<file path="src/common/ppa_pkg.sv">
// Constants shared by the pass-through add-on port and its buffer.
// Assumes a single add-on clock for both sides of the port.
//
// How it works
// - Status outputs valid only while pending asserted
// - Status outputs update on next clock edge
// - Burst flag stays high for single phase
// - Two-bit region number of the hit region
// - Store flag high for writes, low reads
// - Low-active byte lanes; zero means all valid
// - Data-port read data appears one clock later
// - Lanes update one clock after data read
// - Done on final phase drops pending
// - New access accepted the clock after release
// - Bus released after cycle without read select
// - Address strobe drives address same cycle
// - Address then pipelined data saves a clock
// - Lanes update one clock after write strobe
// - Address register increments per burst phase
// - One word per clock with held done
// - Burst flag drops when last phase remains
// - Posting disabled: single word, no burst flag
package ppa_pkg;

    localparam int DATA_W = 32;
    localparam int LANE_W = 4;
    localparam int PHASE_W = 8;
    localparam int OFS_W = 5;
    localparam int BUF_W = DATA_W + LANE_W;

    // Data port byte offset, and its word index on the offset pins
    localparam logic [7:0] DATA_PORT_OFS = 8'h2c;
    localparam logic [OFS_W-1:0] DATA_PORT_IDX = DATA_PORT_OFS[6:2];

    localparam logic [LANE_W-1:0] LANES_ALL = 4'h0;
    localparam logic [LANE_W-1:0] LANES_NONE = 4'hf;
    localparam logic [DATA_W-1:0] ADDR_STEP = 32'h0000_0004;
    localparam logic [DATA_W-1:0] ADDR_RST = 32'h0000_0000;
    localparam logic [DATA_W-1:0] DATA_RST = 32'h0000_0000;
    localparam logic [DATA_W-1:0] UNMAPPED_DATA = 32'h0000_0000;
    localparam logic [1:0] REGION_RST = 2'h0;
    localparam logic [PHASE_W-1:0] PHASE_ONE = 8'h01;
    localparam logic [PHASE_W-1:0] PHASE_TWO = 8'h02;

    typedef enum logic [0:0]
    {
        ST_IDLE = 1'b0,
        ST_PEND = 1'b1
    } ppa_state_t;

endpackage

</file>
<file path="src/logic/ppa_buf2.sv">
// Two-entry buffer with valid/ready on both sides.
// Assumes both sides run on the same clock; exposes the entry behind the head.
`timescale 1ns/10ps

module ppa_buf2 #(
    parameter int W = 36
)
(
    // Clock and reset
    input wire logic clk,
    input wire logic nrst,
    // Filling side
    input wire logic in_valid,
    output logic in_ready,
    input wire logic [W-1:0] in_data,
    // Draining side
    output logic out_valid,
    input wire logic out_ready,
    output logic [W-1:0] out_data,
    output logic next_valid,
    output logic [W-1:0] next_data
);

    logic [W-1:0] mem [0:1];
    logic [1:0] count;
    logic push;
    logic pop;

    assign in_ready = (count != 2'h2);
    assign out_valid = (count != 2'h0);
    assign next_valid = (count == 2'h2);
    assign push = in_valid && in_ready;
    assign pop = out_valid && out_ready;
    assign out_data = mem[0];
    assign next_data = mem[1];

    ////////////////////////////////////////////////////////////////
    always_ff @(posedge clk or negedge nrst)
    begin
        if (!nrst)
        begin
            count <= 2'h0;
        end
        else if (push && !pop)
        begin
            count <= count + 2'h1;
        end
        else if (pop && !push)
        begin
            count <= count - 2'h1;
        end
    end

    // Head always at slot 0, so a pop shifts slot 1 down
    always_ff @(posedge clk or negedge nrst)
    begin
        if (!nrst)
        begin
            mem[0] <= '0;
            mem[1] <= '0;
        end
        else
        begin
            if (pop)
            begin
                mem[0] <= (push && count == 2'h1) ? in_data : mem[1];
            end
            else if (push && count == 2'h0)
            begin
                mem[0] <= in_data;
            end
            if (push && ((count == 2'h1 && !pop) || (count == 2'h2 && pop)))
            begin
                mem[1] <= in_data;
            end
        end
    end

endmodule

</file>
<file path="src/logic/ppa_port.sv">
// Add-on side of the pass-through port, passive mode.
// Assumes the PCI side hands over one access at a time, posts write words
// into the write stream and drains read words from the read stream.
`timescale 1ns/10ps

module ppa_port
(
    // Clock and reset
    input wire logic clk,
    input wire logic nrst,
    // Access hand-over from the PCI side
    input wire logic req_valid,
    output logic req_ready,
    input wire logic [1:0] req_region,
    input wire logic req_store,
    input wire logic [31:0] req_addr,
    input wire logic [7:0] req_phases,
    input wire logic [3:0] req_lanes_n,
    input wire logic post_burst_en,
    // Posted write words from the PCI side
    input wire logic wq_valid,
    output logic wq_ready,
    input wire logic [31:0] wq_data,
    input wire logic [3:0] wq_lanes_n,
    // Read words towards the PCI side
    output logic rq_valid,
    input wire logic rq_ready,
    output logic [31:0] rq_data,
    output logic [3:0] rq_lanes_n,
    // Pass-through status to the add-on
    output logic access_pending_n,
    output logic multi_phase_flag_n,
    output logic [1:0] region_id,
    output logic transfer_is_store,
    output logic [3:0] pending_byte_lanes_n,
    // Add-on handshake and address strobe
    input wire logic addon_done_n,
    input wire logic address_out_strobe_n,
    // Add-on register port
    input wire logic select_n,
    input wire logic [4:0] reg_offset,
    input wire logic [3:0] local_byte_en_n,
    input wire logic rd_n,
    input wire logic wr_n,
    input wire logic [31:0] dq_in,
    output logic [31:0] dq_out,
    output logic dq_oe
);

    ////////////////////////////////////////////////////////////////
    // Decode helpers

    function automatic logic hits_data_port(input logic [4:0] ofs);
        hits_data_port = (ofs == ppa_pkg::DATA_PORT_IDX);
    endfunction

    // Burst flag is low only while more than one phase remains
    function automatic logic burst_flag_n(input logic [7:0] phases);
        burst_flag_n = !(phases > ppa_pkg::PHASE_ONE);
    endfunction

    function automatic logic [31:0] lane_merge(
        input logic [31:0] data,
        input logic [3:0] lanes_n
    );
        logic [31:0] r;
        r = '0;
        for (int i = 0; i < 4; i++)
        begin
            if (!lanes_n[i])
            begin
                r[i*8 +: 8] = data[i*8 +: 8];
            end
        end
        lane_merge = r;
    endfunction

    ////////////////////////////////////////////////////////////////
    // Declarations

    ppa_pkg::ppa_state_t state;
    logic [31:0] addr_reg;
    logic [7:0] phases_left;
    logic [3:0] read_lanes_n;
    logic take_req;
    logic rd_sel;
    logic wr_sel;
    logic rd_data;
    logic wr_data;
    logic done_seen;
    logic last_phase;
    logic [7:0] next_phases;
    logic [31:0] dq_pipe;
    logic dq_pipe_oe;
    logic addr_strobe;
    logic [35:0] head;
    logic [35:0] behind;
    logic head_valid;
    logic behind_valid;
    logic [35:0] rq_word;

    ////////////////////////////////////////////////////////////////
    // Strobe decode; inputs are on the add-on clock, so no synchroniser

    assign rd_sel = !select_n && !rd_n;
    assign wr_sel = !select_n && !wr_n;
    assign rd_data = rd_sel && hits_data_port(reg_offset);
    assign wr_data = wr_sel && hits_data_port(reg_offset);
    assign addr_strobe = !address_out_strobe_n;

    assign done_seen = (state == ppa_pkg::ST_PEND) && !addon_done_n;
    assign last_phase = (phases_left <= ppa_pkg::PHASE_ONE);

    assign req_ready = (state == ppa_pkg::ST_IDLE);
    assign take_req = req_valid && req_ready;

    // Posting disabled for bursts: a store is cut to one phase
    always_comb
    begin
        if (req_store && !post_burst_en)
        begin
            next_phases = ppa_pkg::PHASE_ONE;
        end
        else if (req_phases == 8'h00)
        begin
            next_phases = ppa_pkg::PHASE_ONE;
        end
        else
        begin
            next_phases = req_phases;
        end
    end

    ////////////////////////////////////////////////////////////////
    // Access state and pending flag

    always_ff @(posedge clk or negedge nrst)
    begin
        if (!nrst)
        begin
            state <= ppa_pkg::ST_IDLE;
            access_pending_n <= 1'b1;
        end
        else
        begin
            case (state)
                ppa_pkg::ST_IDLE:
                begin
                    if (take_req)
                    begin
                        state <= ppa_pkg::ST_PEND;
                        access_pending_n <= 1'b0;
                    end
                end
                ppa_pkg::ST_PEND:
                begin
                    if (done_seen && last_phase)
                    begin
                        state <= ppa_pkg::ST_IDLE;
                        access_pending_n <= 1'b1;
                    end
                end
                default:
                begin
                    state <= ppa_pkg::ST_IDLE;
                    access_pending_n <= 1'b1;
                end
            endcase
        end
    end

    ////////////////////////////////////////////////////////////////
    // Region, direction; held for the whole access

    always_ff @(posedge clk or negedge nrst)
    begin
        if (!nrst)
        begin
            region_id <= ppa_pkg::REGION_RST;
            transfer_is_store <= 1'b0;
        end
        else if (take_req)
        begin
            region_id <= req_region;
            transfer_is_store <= req_store;
        end
    end

    ////////////////////////////////////////////////////////////////
    // Phase count and burst flag

    always_ff @(posedge clk or negedge nrst)
    begin
        if (!nrst)
        begin
            phases_left <= ppa_pkg::PHASE_ONE;
            multi_phase_flag_n <= 1'b1;
        end
        else if (take_req)
        begin
            phases_left <= next_phases;
            multi_phase_flag_n <= burst_flag_n(next_phases);
        end
        else if (done_seen && !last_phase)
        begin
            phases_left <= phases_left - ppa_pkg::PHASE_ONE;
            multi_phase_flag_n <= (phases_left <= ppa_pkg::PHASE_TWO);
        end
        else if (done_seen)
        begin
            multi_phase_flag_n <= 1'b1;
        end
    end

    ////////////////////////////////////////////////////////////////
    // Captured address, stepped on each completed phase but the last

    always_ff @(posedge clk or negedge nrst)
    begin
        if (!nrst)
        begin
            addr_reg <= ppa_pkg::ADDR_RST;
        end
        else if (take_req)
        begin
            addr_reg <= req_addr;
        end
        else if (done_seen && !last_phase)
        begin
            addr_reg <= addr_reg + ppa_pkg::ADDR_STEP;
        end
    end

    ////////////////////////////////////////////////////////////////
    // Byte-lane outputs

    // Lanes show the head word while one waits, otherwise the word still owed
    always_ff @(posedge clk or negedge nrst)
    begin
        if (!nrst)
        begin
            pending_byte_lanes_n <= ppa_pkg::LANES_NONE;
            read_lanes_n <= ppa_pkg::LANES_ALL;
        end
        else if (take_req)
        begin
            pending_byte_lanes_n <= req_lanes_n;
            read_lanes_n <= req_lanes_n;
        end
        else if (state == ppa_pkg::ST_PEND && transfer_is_store && rd_data)
        begin
            if (head_valid && behind_valid)
            begin
                pending_byte_lanes_n <= behind[35:32];
            end
            else
            begin
                pending_byte_lanes_n <= ppa_pkg::LANES_NONE;
            end
        end
        else if (state == ppa_pkg::ST_PEND && !transfer_is_store && wr_data)
        begin
            if (last_phase)
            begin
                pending_byte_lanes_n <= ppa_pkg::LANES_NONE;
            end
            else
            begin
                pending_byte_lanes_n <= read_lanes_n;
            end
        end
        else if (state == ppa_pkg::ST_PEND && transfer_is_store && head_valid)
        begin
            // A word posted after the lanes went idle is shown once it lands
            if (pending_byte_lanes_n == ppa_pkg::LANES_NONE)
            begin
                pending_byte_lanes_n <= head[35:32];
            end
        end
    end

    ////////////////////////////////////////////////////////////////
    // Write path: posted words wait here until the add-on reads them

    ppa_buf2 #(
        .W(ppa_pkg::BUF_W)
    ) u_wbuf (
        .clk(clk),
        .nrst(nrst),
        .in_valid(wq_valid),
        .in_ready(wq_ready),
        .in_data({wq_lanes_n, wq_data}),
        .out_valid(head_valid),
        .out_ready(rd_data),
        .out_data(head),
        .next_valid(behind_valid),
        .next_data(behind)
    );

    ////////////////////////////////////////////////////////////////
    // Read path: add-on writes land here; a stall on the PCI side
    // loses no word while at most two are outstanding

    assign rq_word = {local_byte_en_n, lane_merge(dq_in, local_byte_en_n)};

    ppa_buf2 #(
        .W(ppa_pkg::BUF_W)
    ) u_rbuf (
        .clk(clk),
        .nrst(nrst),
        .in_valid(wr_data),
        .in_ready(),
        .in_data(rq_word),
        .out_valid(rq_valid),
        .out_ready(rq_ready),
        .out_data({rq_lanes_n, rq_data}),
        .next_valid(),
        .next_data()
    );

    ////////////////////////////////////////////////////////////////
    // Data bus

    // Pipelined register read; unmapped offsets answer with zero
    always_ff @(posedge clk or negedge nrst)
    begin
        if (!nrst)
        begin
            dq_pipe <= ppa_pkg::DATA_RST;
            dq_pipe_oe <= 1'b0;
        end
        else
        begin
            dq_pipe_oe <= rd_sel;
            if (rd_data)
            begin
                dq_pipe <= head[31:0];
            end
            else if (rd_sel)
            begin
                dq_pipe <= ppa_pkg::UNMAPPED_DATA;
            end
        end
    end

    // Address strobe bypasses the pipeline; a read issued with it shows
    // its data the clock after; if the strobe is still low then, the address wins
    always_comb
    begin
        if (addr_strobe)
        begin
            dq_out = addr_reg;
        end
        else
        begin
            dq_out = dq_pipe;
        end
        // Contention with an add-on write is left to the add-on
        dq_oe = addr_strobe || dq_pipe_oe;
    end

endmodule

</file>
<file path="config.mk">
export PLATFORM = sky130hd
export DESIGN_NAME = ppa_port
export DESIGN_NICKNAME = d
export VERILOG_FILES = /design/src/common/ppa_pkg.sv /design/src/logic/ppa_buf2.sv /design/src/logic/ppa_port.sv
export SDC_FILE = /design/constraint.sdc
export NUM_CORES = 1
export LEC_CHECK = 0
export BUFFER_PORTS_ARGS = -buffer_cell sky130_fd_sc_hd__clkbuf_2
export CORE_UTILIZATION = 46
export CTS_CLUSTER_DIAMETER = 50
export DETAILED_ROUTE_END_ITERATION = 10
export GPL_ROUTABILITY_DRIVEN = 0
export PLACE_DENSITY = 0.71
export SLEW_MARGIN = 5
export SYNTH_ARGS = -nofsm -noshare
export SYNTH_HDL_FRONTEND = slang
export SYNTH_SLANG_ARGS = --single-unit
</file>
<file path="constraint.sdc">
create_clock -name clk -period 2.3 [get_ports clk]
set_input_delay 0.23 -clock clk [delete_from_list [all_inputs] [get_ports clk]]
set_output_delay 0.23 -clock clk [all_outputs]
set_load 0.05 [all_outputs]
</file>
* Yosys cells after proc, flatten, opt, wreduce, memory -nomap -nowiden
Cells that the tools add are included.
** Word-level totals
- Bits in registers :: 235
- Bits in latches :: 0
- RAM bits :: 0
- Memory bits (read-only) :: 0
- Input bits :: 135
- Output and inout port bits :: 81
- Memories :: 0
** Cells by class
- Add/subtract/negate cells :: 6
- $mul :: 0
- Divide/modulo/power cells :: 0
- Order comparisons :: 3
- Eq/ne operators :: 10
- Shift-type cells :: 0
- Mux-type cells :: 39
- Bitwise operators :: 1
- Reduce and logical (&&, ||, !) cells :: 65
** Operators by type and width (count)
- 36-bit two-way mux :: 6
- 32-bit two-way mux :: 5
- 8-bit two-way mux :: 8
- 1-bit logical AND :: 33
- 32-bit by 3-bit adder with 32-bit output, second input constant :: 1
- 4-bit two-way mux :: 7
- 2-bit nonzero test :: 8
- 1-bit zero test :: 13
- 8-bit by 1-bit > comparator with 1-bit output, second input constant :: 1
- 8-bit by 1-bit <= comparator with 1-bit output, second input constant :: 1
- 8-bit by 2-bit <= comparator with 1-bit output, second input constant :: 1
- 8-bit zero test :: 1
- 2-bit two-way mux :: 4
- 4-bit nonzero test :: 2
- 8-bit by 1-bit subtractor with 8-bit output, second input constant :: 1
- 1-bit two-way mux :: 7
- 5-bit by 4-bit equality test with 1-bit output, second input constant :: 1
- 2-bit by 1-bit adder with 2-bit output, second input constant :: 2
- 2-bit by 1-bit equality test with 1-bit output, second input constant :: 2
- 2-bit equality test, second input constant :: 2
- 4-bit equality test, second input constant :: 1
- 2-bit zero test :: 2
- 2-bit by 1-bit != test with 1-bit output, second input constant :: 2
- 2-bit != test, second input constant :: 2
- other kinds (6) :: 11

* Depth between registers and ports, before layout
Gate-level depths: netlist of run 1.
- Word-level depth :: 8
- Mapped depth :: 10

* Cells and area by module
From an unflattened synthesis of run 1, not the netlist that was laid out.
** Unflattened totals
- Cells, all modules :: 1174
- Area total of the unflattened synthesis :: 11614.9 um^2
** Modules (own cells, without submodules)
- ppa_port :: times used 1, cells each 578, area each 4976.0 um^2, seq. area each 2185.8 um^2
- ppa_buf2 (u_rbuf) :: times used 1, cells each 298, area each 3326.9 um^2, seq. area each 1851.8 um^2
- ppa_buf2 (u_wbuf) :: times used 1, cells each 298, area each 3311.9 um^2, seq. area each 1851.8 um^2

* Worst setup path before layout of run 1
OpenSTA, ideal clock, no wires.
- Path kind :: register -> register
- Start :: register phases_left[0]
- End :: register addr_reg[30]
- Library setup time :: 82 ps
- Arrival :: 2107 ps
- Setup slack :: 112 ps
- Cell stages (with the launch flop) :: 8
- Clock period less this slack :: 2188 ps
- Cells stage by stage :: dfstp_2 inv_1 ha_1 nor2_1 o311ai_4 or3_1 or3_1 a31oi_1
** On the way
- Word-level cells in the longest chain between the ends :: 4
** Ends and longest elaborated chain
- start, declared :: line ppa_port.sv:83 : logic [7:0] phases_left;
- start signal, assigned :: line ppa_port.sv:196 : phases_left <= ppa_pkg::PHASE_ONE;
- start signal, assigned :: line ppa_port.sv:201 : phases_left <= next_phases;
- start signal, assigned :: line ppa_port.sv:206 : phases_left <= phases_left - ppa_pkg::PHASE_ONE;
- 8-bit by 1-bit <= comparator with 1-bit output :: line ppa_port.sv:112 : assign last_phase = (phases_left <= ppa_pkg::PHASE_ONE);
- 1-bit zero test :: line ppa_port.sv:228 : else if (done_seen && !last_phase)
- 1-bit logical AND :: line ppa_port.sv:228
- 2-bit nonzero test (no source line)
- end signal, assigned :: line ppa_port.sv:222 : addr_reg <= ppa_pkg::ADDR_RST;
- end signal, assigned :: line ppa_port.sv:226 : addr_reg <= req_addr;
- end signal, assigned :: line ppa_port.sv:230 : addr_reg <= addr_reg + ppa_pkg::ADDR_STEP;
- end, declared :: line ppa_port.sv:82 : logic [31:0] addr_reg;
Every way passes these cells.
A chain may end at the register's enable or synchronous reset.

* Final worst setup path of run 1
- Start :: register u_wbuf.count[0]
- End :: register u_wbuf.mem, in the netlist u_wbuf.next_data[4]
** On the way
- Word-level cells in the longest chain between the ends :: 6
- Elaborated cells between the ends (all ways) :: 11
** Ends and longest elaborated chain
- start, declared :: line ppa_buf2.sv:25 : logic [1:0] count;
- start signal, assigned :: line ppa_buf2.sv:46 : count <= count + 2'h1;
- start signal, assigned :: line ppa_buf2.sv:50 : count <= count - 2'h1;
- 2-bit nonzero test :: line ppa_buf2.sv:30 : assign out_valid = (count != 2'h0);
- 1-bit logical AND :: line ppa_buf2.sv:33 : assign pop = out_valid && out_ready;
- 1-bit zero test :: line ppa_buf2.sv:72 : if (push && ((count == 2'h1 && !pop) || (count == 2'h2 && pop)))
- 1-bit logical AND :: line ppa_buf2.sv:72
- 1-bit logical OR :: line ppa_buf2.sv:72
- 1-bit logical AND * :: line ppa_buf2.sv:72
- end, declared :: line ppa_buf2.sv:24 : logic [W-1:0] mem [0:1];
Every way passes the cells marked *; elsewhere a longest branch is shown, timed or not.

==> run metrics, run 1 <==
async set-or-reset flop fraction in the synthesized netlist 100%; Req. time, crit path 2.72 ns; Hold Path Class input pin to register; Mapped Nets 1275; Top FF cell, synth dfrtp_1; leading cell types in the layout, fill and taps excluded 228 x dfrtp_1, 214 x clkbuf_2, 186 x nand2_1; die area 0.0252 sq mm; endpoints failing hold 0; syn avg cell area 10.0 sq um; Tot Pwr 18.8 mW; gr ovfl total 0; switching share of power 41.8%; setup slack at placement -0.0505 ns; worst-path cell chain inv_1, ha_1, or3_4, and3_4, mux2_2; Seq/Total Area, Yosys 52.0%; Unique masters post-synth 63; crit end category register; Root Buffer clkbuf_16; CTS tree yes; register bit total from synthesis 235; Routed WL per cell 17.3 um; # Post-CTS Setup Buffers 0; CTS buffer count 28; H-tree levels 1; die height 159 um; clock-pin slew on the worst setup and hold paths 0.06 ns; Final WS setup 0.113 ns; Maximum Capacitance Violations 0; PwrDens 1250 mW/mm^2; most common cell after layout, fill and taps aside dfrtp_1; core area 0.0242 sq mm; Starting Density 46.7%; VDD IR-drop max 0.000785 V; Nets 1599; DR vias 9477; drt first pass iters 5; Synth Instances 1127; initial antenna violation count 0; Slew HR 52.9%; Total GRT Usage 25.1%; Final Setup Violations 0; Final min period 2.19 ns; Register Area 0.00589 sq mm; routed vias/inst 5.27; outcome completed; io pins 216; Setup CP Type register to register; EDFF count, synth 0; Max Clk Rate 457 MHz; clock network fraction of design power 22.8%; CP max FO 36; row count 57; cell internal pwr 10.9 mW; First DRT Iteration DRCs 691; diode count 0; die width 159 um; CP startpoint kind register; max-slew violations 0; CP max stage delay 0.65 ns; CTS max path bufs 3; final antenna-violating net count 0; sequential share of power 36.7%; Port Buffers 215; unrepaired setup endpoints after global routing true; fill cell count 1926; Skew-Pair Late Insertion Delay 0.54 ns; largest net degree at the start of global routing 67; Fin Clk Skew 0.0104 ns; share of layout cells above drive strength 1 27.3%; clk sinks 235; vias in the first global route 9736; CP arrival 2.60 ns; P_leak 6.99 nW; Residual DRC 0; worst slew pin tran 0.706 ns; dpl hpwl 20700 um; Area Overhead vs Synth 32.4%; Comb power frac 40.5%; Critical Path Slowest Stage Cell and3_4; area of the multi-input gates 0.00511 sq mm; post-synth design cell area 0.0113 sq mm; NetSw 7.84 mW; first-pass GRT wire length 51200 um; crit share post-route 95.1%; final wirelength 31100 um; YS warnings 0
-- metrics by stage --
step	instance area (sq um)	util (%)	setup TNS (ns)	instances	hold WS, ns
global route	15000	61.8	-0.0121	1797	0.0188
detailed placement	12900	53.3	-0.0944	1635	0.180
finish	15000	61.8	0	1797	0.0129
global placement	12900	53.3	0	1635	0.175
floorplan	11300	-	0	1127	-0.0656
CTS	14900	61.6	0	1797	0.00314
-- worst max-delay path, delay by kind of cell, from the launching register on --
family	cells	cell delay (ns)
AND/OR/NAND/NOR	2	0.83
multiplexers	1	0.41
flip-flops	1	0.40
adder cells (fa/ha/maj)	1	0.30
buffers and inverters	1	0.11
-- synthesized netlist by cell type, types with 5 or more instances --
library cell  number  area share (%)
nor2_1           120             4.0
a21oi_1           16            0.71
a211oi_1          38             2.5
dfstp_2            7             1.6
nand2_1          186             6.2
mux2_4            30             4.0
buf_2              9            0.40
xnor2_1           17             1.3
o21ai_1           13            0.57
mux2i_1           14             1.2
a22o_1            24             1.9
nor4_1            10            0.55
nor3_1            19            0.84
a21boi_0           5            0.33
mux2_2            40             4.0
nand3_1           11            0.49
dfrtp_1          228              50
buf_1              8            0.27
clkbuf_1          48             1.6
nor3b_1            6            0.40
a21o_1            26             1.7
ha_1              13             1.4
or3_1             10            0.55
nand4_1           12            0.66
inv_1             16            0.53
xor2_1             5            0.39
o21ai_0           90             4.0
nand2b_1          39             2.2
and3_1             5            0.28
-- worst paths after layout --
check	from	to	slack, ns	cells after the start
worst max-delay path	u_wbuf.count[0]	u_wbuf.next_data[4]	0.11	5
worst min-delay path	req_addr[31]	addr_reg[31]	0.01	3
worst max register to register	u_wbuf.count[0]	u_wbuf.next_data[4]	0.11	5
worst min register to register	dq_pipe[29]	dq_pipe[29]	0.47	2
max in group asynchronous	nrst	pending_byte_lanes_n[2]	1.32	3
min in group asynchronous	nrst	u_wbuf.next_data[7]	0.20	2
-- area by class of cell --
class | instances | area share (%)
Clock buffer | 37 | 5.31
Inverter | 17 | 0.426
Clock inverter | 15 | 0.726
Timing Repair Buffer | 366 | 17.4
Tap cell | 324 | 2.71
Multi-Input combinational cell | 803 | 34.1
Sequential cell | 235 | 39.3
-- routing by layer --
metal	vias to the layer above	track usage [%]	wire length [um]
li1	4553	-	-
met1	4586	33.4	13300
met2	280	41.2	15000
met3	58	4.65	1820
met4	0	8.44	994
met5	-	0	0
-- repair_timing --
item                                    CTS  global route
hold endpoints to repair                185             0
gates resized for setup                   2             7
pin swaps                                 1             2
endpoints found under the setup margin    8            17
hold buffers                            110             0
-- power groups by stage --
| stage | Clock [mW] | Sequential [mW] | Combinational (mW) |
|---|---|---|---|
| 2_1_floorplan | 0 | 7.95 | 4.26 |
| 3_3_place_gp | 0 | 6.88 | 7.24 |
| 3_5_place_dp | 0 | 6.91 | 7.40 |
| 4_1_cts | 4.37 | 6.88 | 7.59 |
| 5_1_grt | 4.54 | 7.07 | 8.20 |
| 6_report | 4.29 | 6.88 | 7.61 |
-- logic make-up after synthesis --
logic type                 after synthesis  share of synthesized area, %
adders and majority gates               13                          1.44
xor gates and xnor gates                22                          1.70
AOI/OAI and AO/OA                      243                          14.2
DFF                                    235                          52.0
muxes                                   84                          9.20
buffers and inverters                   89                          3.65
and+or+nand+nor                        441                          17.7
Note: power is estimated with default switching activity, not from simulation.
==> inputs of run 2 (changes only) <==
--- a/config.mk
+++ b/config.mk
@@ -5,12 +5,14 @@
 export SDC_FILE = /design/constraint.sdc
 export NUM_CORES = 1
 export LEC_CHECK = 0
+export ABC_AREA = 1
 export BUFFER_PORTS_ARGS = -buffer_cell sky130_fd_sc_hd__clkbuf_2
 export CORE_UTILIZATION = 46
 export CTS_CLUSTER_DIAMETER = 50
 export DETAILED_ROUTE_END_ITERATION = 10
 export GPL_ROUTABILITY_DRIVEN = 0
-export PLACE_DENSITY = 0.71
+export GPL_TIMING_DRIVEN = 0
+export PLACE_DENSITY = 0.7
 export SLEW_MARGIN = 5
 export SYNTH_ARGS = -nofsm -noshare
 export SYNTH_HDL_FRONTEND = slang
==> run 2 against run 1 <==
Global-route usage grew 1.5 points. Sequential power decreased by 4.8%. Die area up 5.4%. Total power grew 1.7%. Highest routed layer is now met5. Critical path depth grew 6.
==> run metrics, run 2 <==
fill cell count 2272 (+18%); Crit path max-delay family flip-flops; Unique masters post-synth 37 (-41%); CTS buffer count 30 (+7.1%); Crit path top cell by count nand2_2; DR vias 11625 (+23%); Synth Area in Adders 1.36% (-0.074 points); xor/xnor share of the synthesized area 0.734% (-0.97 points); post-synthesis simple-gate area fraction 26.4% (+8.6 points); Synth Area in Compound Gates 13.1% (-1.1 points); dpl cell area 0.0135 sq mm (+4.2%); die width 163 um (+2.7%); largest net degree at the start of global routing 105 (+57%); VDD IR-drop max 0.000901 V (+15%); async set-or-reset flop fraction in the synthesized netlist 100% (unchanged); worst-path cell chain inv_1, ha_1, nor2_1, nor2_1, nand2_2, nand2_2, nand2_2, inv_2, buf_2, a21oi_1, a21oi_1; final antenna-violating net count 0 (unchanged); vias in the first global route 11017 (+13%); Synth Instances 1572 (+39%); Total GRT Usage 26.6% (+1.5 points); P_leak 7.86 nW (+12%); Yosys top cell by area dfrtp_1; Setup CP Type register to register; Tot Pwr 19.1 mW (+1.7%); drt first pass iters 5 (unchanged); register bit total from synthesis 235 (unchanged); YS warnings 0 (unchanged); post-synth design cell area 0.0119 sq mm (+5.4%); routed vias/inst 5.13 (-2.8%); portion of netlist area occupied by mux cells 0% (-9.2 points); core area 0.0253 sq mm (+4.4%); die height 163 um (+2.7%); Starting Density 47.1% (+0.45 points); CP max FO 10 (-72%); H-tree levels 1 (unchanged); Nets 2064 (+29%); Area Overhead vs Synth 29.1%; io pins 216 (unchanged); max-slew violations 0 (unchanged); Synth top area share 47.8% (-2.6 points); Req. time, crit path 2.72 ns (about the same); gr ovfl total 0 (unchanged); main combinational cell family by area after synthesis simple AND/OR/NAND/NOR gates; Seq/Total Area, Yosys 49.3% (-2.7 points); first-pass GRT wire length 56000 um (+9.4%); CP arrival 2.64 ns (+0.04 ns); Root Buffer clkbuf_16; met3 WL 2330 um (+28%); Port Buffers 214 (-0.47%); critical path buffer and inverter count 3 (+2); uppermost layer routed met5; endpoints failing hold 0 (unchanged); synth cell count leaders 477 x nand2_1, 228 x dfrtp_1, 174 x inv_1; Mapped Nets 1720 (+35%); clk sinks 235 (unchanged); clock-pin slew on the worst setup and hold paths 0.06 ns (about the same); Final min period 2.22 ns (+0.0380 ns); Max Clk Rate 450 MHz (-1.7%); leading cell types in the layout, fill and taps excluded 477 x nand2_1, 228 x dfrtp_1, 214 x clkbuf_2; dpl hpwl 25400 um (+23%); synth top area cells dfrtp_1 48%, nand2_1 15%, inv_1 5.5%; most common cell in the netlist nand2_1; fin util 60.8% (-0.96 points); Final Setup Violations 0 (unchanged); Critical Path Slowest Stage Cell dfstp_2; Fin Clk Skew 0.0132 ns (+0.00284 ns); row count 58 (+1.8%); CP max stage delay 0.57 ns (-0.08 ns); Top FF cell, synth dfrtp_1; die area 0.0266 sq mm (+5.4%); worst slew pin tran 0.665 ns (-0.0415 ns); cell area after layout 0.0154 sq mm (+2.8%); met2 routed WL 15900 um (+5.5%); share of layout cells above drive strength 1 17.7% (-9.6 points); Residual DRC 0 (unchanged); CP startpoint kind register; outcome completed; CTS max path bufs 3 (unchanged); most common cell after layout, fill and taps aside nand2_1; EDFF count, synth 0 (unchanged); final wirelength 35300 um (+13%); crit end category register; unrepaired setup endpoints after global routing false; CTS tree yes; Maximum Capacitance Violations 0 (unchanged); syn avg cell area 7.59 sq um (-24%); Slew HR 55.7% (+2.8 points); initial antenna violation count 2 (+2); Hold Path Class input pin to register; First DRT Iteration DRCs 1013 (+47%); PwrDens 1240 mW/mm^2 (-1.1%); crit share post-route 96.7% (+1.7 points); metal1 wirelength 15800 um (+19%); Routed WL per cell 15.6 um (-10%); Skew-Pair Late Insertion Delay 0.56 ns (+0.02 ns)
run 2: logic make-up after synthesis:
kind of cell / Yosys count
XOR/XNOR: 10
adder cells (fa/ha/maj): 13
flip-flops: 235
buffers and inverters: 260
AND/OR/NAND/NOR: 771
AO/OA/AOI/OAI: 283
run 2: cell type report:
class	instances	area (sq um)	share of cell area, %
Sequential cell	235	5890	38.2
Multi-Input combinational cell	1077	4970	32.2
Timing Repair Buffer	312	2090	13.6
Clock buffer	38	831	5.39
Inverter	187	704	4.57
Tap cell	330	413	2.68
Buffer	73	375	2.44
Clock inverter	14	134	0.869
Antenna cell	1	2.50	0.0162
run 2: worst min-delay path, cell delays in order:
cell and delay (ns):
clkbuf_2 0.07, nor2_1 0.03, nor2_1 0.09, nand2_1 0.05
nand2_1 0.06
run 2: what timing repair did:
| item | 4_1_cts | 5_1_grt |
|---|---|---|
| setup buffers | 1 | 0 |
| setup endpoints to repair | 8 | 0 |
| endpoints found under the hold margin | 180 | 0 |
| gates resized for setup | 1 | 0 |
| hold buffers | 95 | 0 |
run 2: per-stage QoR:
stage | setup TNS (ns) | hold slack [ns] | cells | worst slack [ns]
after CTS | 0 | 0.00461 | 2266 | 0.140
after global routing | 0 | 0.0174 | 2267 | 0.0130
after floorplan | 0 | -0.0656 | 1572 | 0.292
after detailed placement | 0 | 0.265 | 2118 | 0.00542
final | 0 | 0.0152 | 2267 | 0.0754
after global placement | -896.84 | 0.435 | 2116 | -3.90
run 2: metal layers:
metal | vias up | global-route usage (%)
li1 | 5731 | -
met1 | 5363 | 38.0
met2 | 436 | 41.2
met3 | 93 | 3.73
met4 | 2 | 9.90
met5 | - | 0
run 2: worst paths after layout:
kind	to	from	depth (start not counted)	slack, ns
min reg2reg	u_rbuf.out_data[15]	u_rbuf.out_data[15]	2	0.48
min	addr_reg[28]	req_addr[28]	5	0.02
min in group asynchronous	addr_reg[28]	nrst	2	0.24
max reg2reg	addr_reg[7]	phases_left[0]	11	0.08
max in group asynchronous	u_rbuf.out_data[20]	nrst	3	1.14
max	addr_reg[7]	phases_left[0]	11	0.08
run 2: report_power, final:
group          total (mW)  internal, mW  switching, mW
clock network        4.51          2.67           1.84
logic                8.03          2.32           5.71
registers            6.55          5.63          0.926
==> inputs of run 3 (changes only) <==
==> constraint.sdc (replaced) <==
create_clock -name clk -period 2.3 [get_ports clk]
set_input_delay 0.46 -clock clk [delete_from_list [all_inputs] [get_ports clk]]
set_output_delay 0.46 -clock clk [all_outputs]
set_load 0.05 [all_outputs]
==> run 3 against run 2 <==
First-iteration DRC count down 0.39%. Count of clock-buffer cells in the layout unchanged. Final cell count is 4.1% lower. Via count fell by 3.4%. Largest power group unchanged. Highest routed layer is now met4.
==> run metrics, run 3 (synthesis results as in run 2) <==
Skew-Pair Late Insertion Delay 0.55 ns (about the same); drt first pass iters 5 (unchanged); Maximum Capacitance Violations 0 (unchanged); CP startpoint kind register; P_leak 7.50 nW (-4.5%); gr ovfl total 0 (unchanged); worst slew pin tran 0.675 ns (+0.00993 ns); fill cell count 2352 (+3.5%); CTS max path bufs 3 (unchanged); Root Buffer clkbuf_16; clock-pin slew on the worst setup and hold paths 0.06 ns (about the same); Hold Path Class input pin to register; leading cell types in the layout, fill and taps excluded 477 x nand2_1, 228 x dfrtp_1, 217 x clkbuf_2; outcome completed; Port Buffers 214 (unchanged); PwrDens 1310 mW/mm^2 (+5.9%); DR vias 11235 (-3.4%); dpl cells 2118 (unchanged); Final WS setup 0.0759 ns (+0.000571 ns); Fin Clk Skew 0.0144 ns (+0.00114 ns); dpl cell area 0.0135 sq mm (unchanged); CTS buffer count 28 (-6.7%); unrepaired setup endpoints after global routing false; H-tree levels 1 (unchanged); initial antenna violation count 1 (-1); Nets 1970 (-4.6%); Slew HR 55.0% (-0.66 points); first-pass GRT wire length 53300 um (-4.8%); endpoints failing hold 0 (unchanged); die width 163 um (unchanged); crit share post-route 96.7% (about the same); CTS tree yes; Setup CP Type register to primary output; dpl hpwl 25600 um (+0.68%); Final min period 2.22 ns (-0.000571 ns); Tot Pwr 19.0 mW (-0.38%); VDD IR-drop max 0.000909 V (+0.89%); WHS 0.123 ns (+0.108 ns); CP arrival 1.76 ns (-0.88 ns); Critical Path Slowest Stage Cell dfrtp_1; vias in the first global route 10428 (-5.3%); First DRT Iteration DRCs 1009 (-0.39%); share of layout cells above drive strength 1 18.9% (+1.2 points); die area 0.0266 sq mm (unchanged); CP max FO 4 (-6); CP max stage delay 0.41 ns (-0.16 ns); Final Setup Violations 0 (unchanged); core area 0.0253 sq mm (unchanged); final antenna-violating net count 0 (unchanged); setup slack at placement -0.0124 ns (-0.0179 ns); Req. time, crit path 1.84 ns (-0.88 ns); clk sinks 235 (unchanged); Max Clk Rate 450 MHz (about the same); fin util 57.3% (-3.6 points); final wirelength 33900 um (-3.8%); largest net degree at the start of global routing 100 (-4.8%); Total GRT Usage 25.4% (-1.2 points); crit end category primary output; worst-path cell chain inv_1, o21ai_0, clkbuf_2; row count 58 (unchanged); io pins 216 (unchanged); Cell Count, Final, Fillers Out 2173 (-4.1%); max-slew violations 0 (unchanged); routed vias/inst 5.17 (+0.83%); most common cell after layout, fill and taps aside nand2_1; Residual DRC 0 (unchanged); cell area after layout 0.0145 sq mm (-5.9%); setup TNS 0 ns (unchanged); Routed WL per cell 15.6 um (+0.33%); die height 163 um (unchanged); Starting Density 47.1% (unchanged); Area Overhead vs Synth 21.5%
==> run 3: cell type report <==
class | count | area (sq um) | area share [%]
Clock buffer | 38 | 808 | 5.57
Multi-Input combinational cell | 1077 | 4970 | 34.3
Antenna cell | 1 | 2.50 | 0.0173
Sequential cell | 235 | 5890 | 40.6
Timing Repair Buffer | 220 | 1170 | 8.07
Tap cell | 330 | 413 | 2.85
Clock inverter | 12 | 161 | 1.11
Inverter | 187 | 704 | 4.86
Buffer | 73 | 380 | 2.62
==> run 3: repair_timing <==
action / in CTS / in global routing
resized for setup: 3 / 10
cloned: 0 / 0
endpoints found under the setup margin: 5 / 32
buffers inserted: 0 / 3
hold buffers: 1 / 0
endpoints found under the hold margin: 52 / 0
==> run 3: worst max-delay path: cells and delay by family, from the launching register on <==
kind | cells | cell delay, ns
AO/OA/AOI/OAI | 1 | 0.37
flip-flops | 1 | 0.41
buffers and inverters | 2 | 0.46
==> run 3: final timing paths <==
path,start,to,slack (ns),cells past startpoint
worst max-delay path,addr_reg[7],dq_out[7],0.08,3
worst min-delay path,req_region[0],region_id[0],0.12,3
worst max register to register,phases_left[1],addr_reg[11],0.12,12
worst min register to register,u_rbuf.out_data[9],u_rbuf.out_data[9],0.48,2
max in group asynchronous,nrst,u_wbuf.next_data[21],0.97,3
min in group asynchronous,nrst,addr_reg[28],0.45,2
==> run 3: where the power goes <==
group	switching (mW)	internal [mW]	leakage, nW
combinational	5.65	2.23	4.06
clock	1.78	2.80	0.475
sequential	0.929	5.63	2.96
total	8.36	10.7	7.50
==> run 3: routing by layer <==
metal	GRT usage, %	wire length (um)	vias up	part of all wire [%]
met5	0	0	-	0
met3	4.14	2260	58	6.7
met1	36.6	15400	5249	45
li1	-	-	5530	-
met2	39.4	15500	398	46
met4	7.22	850	0	2.5
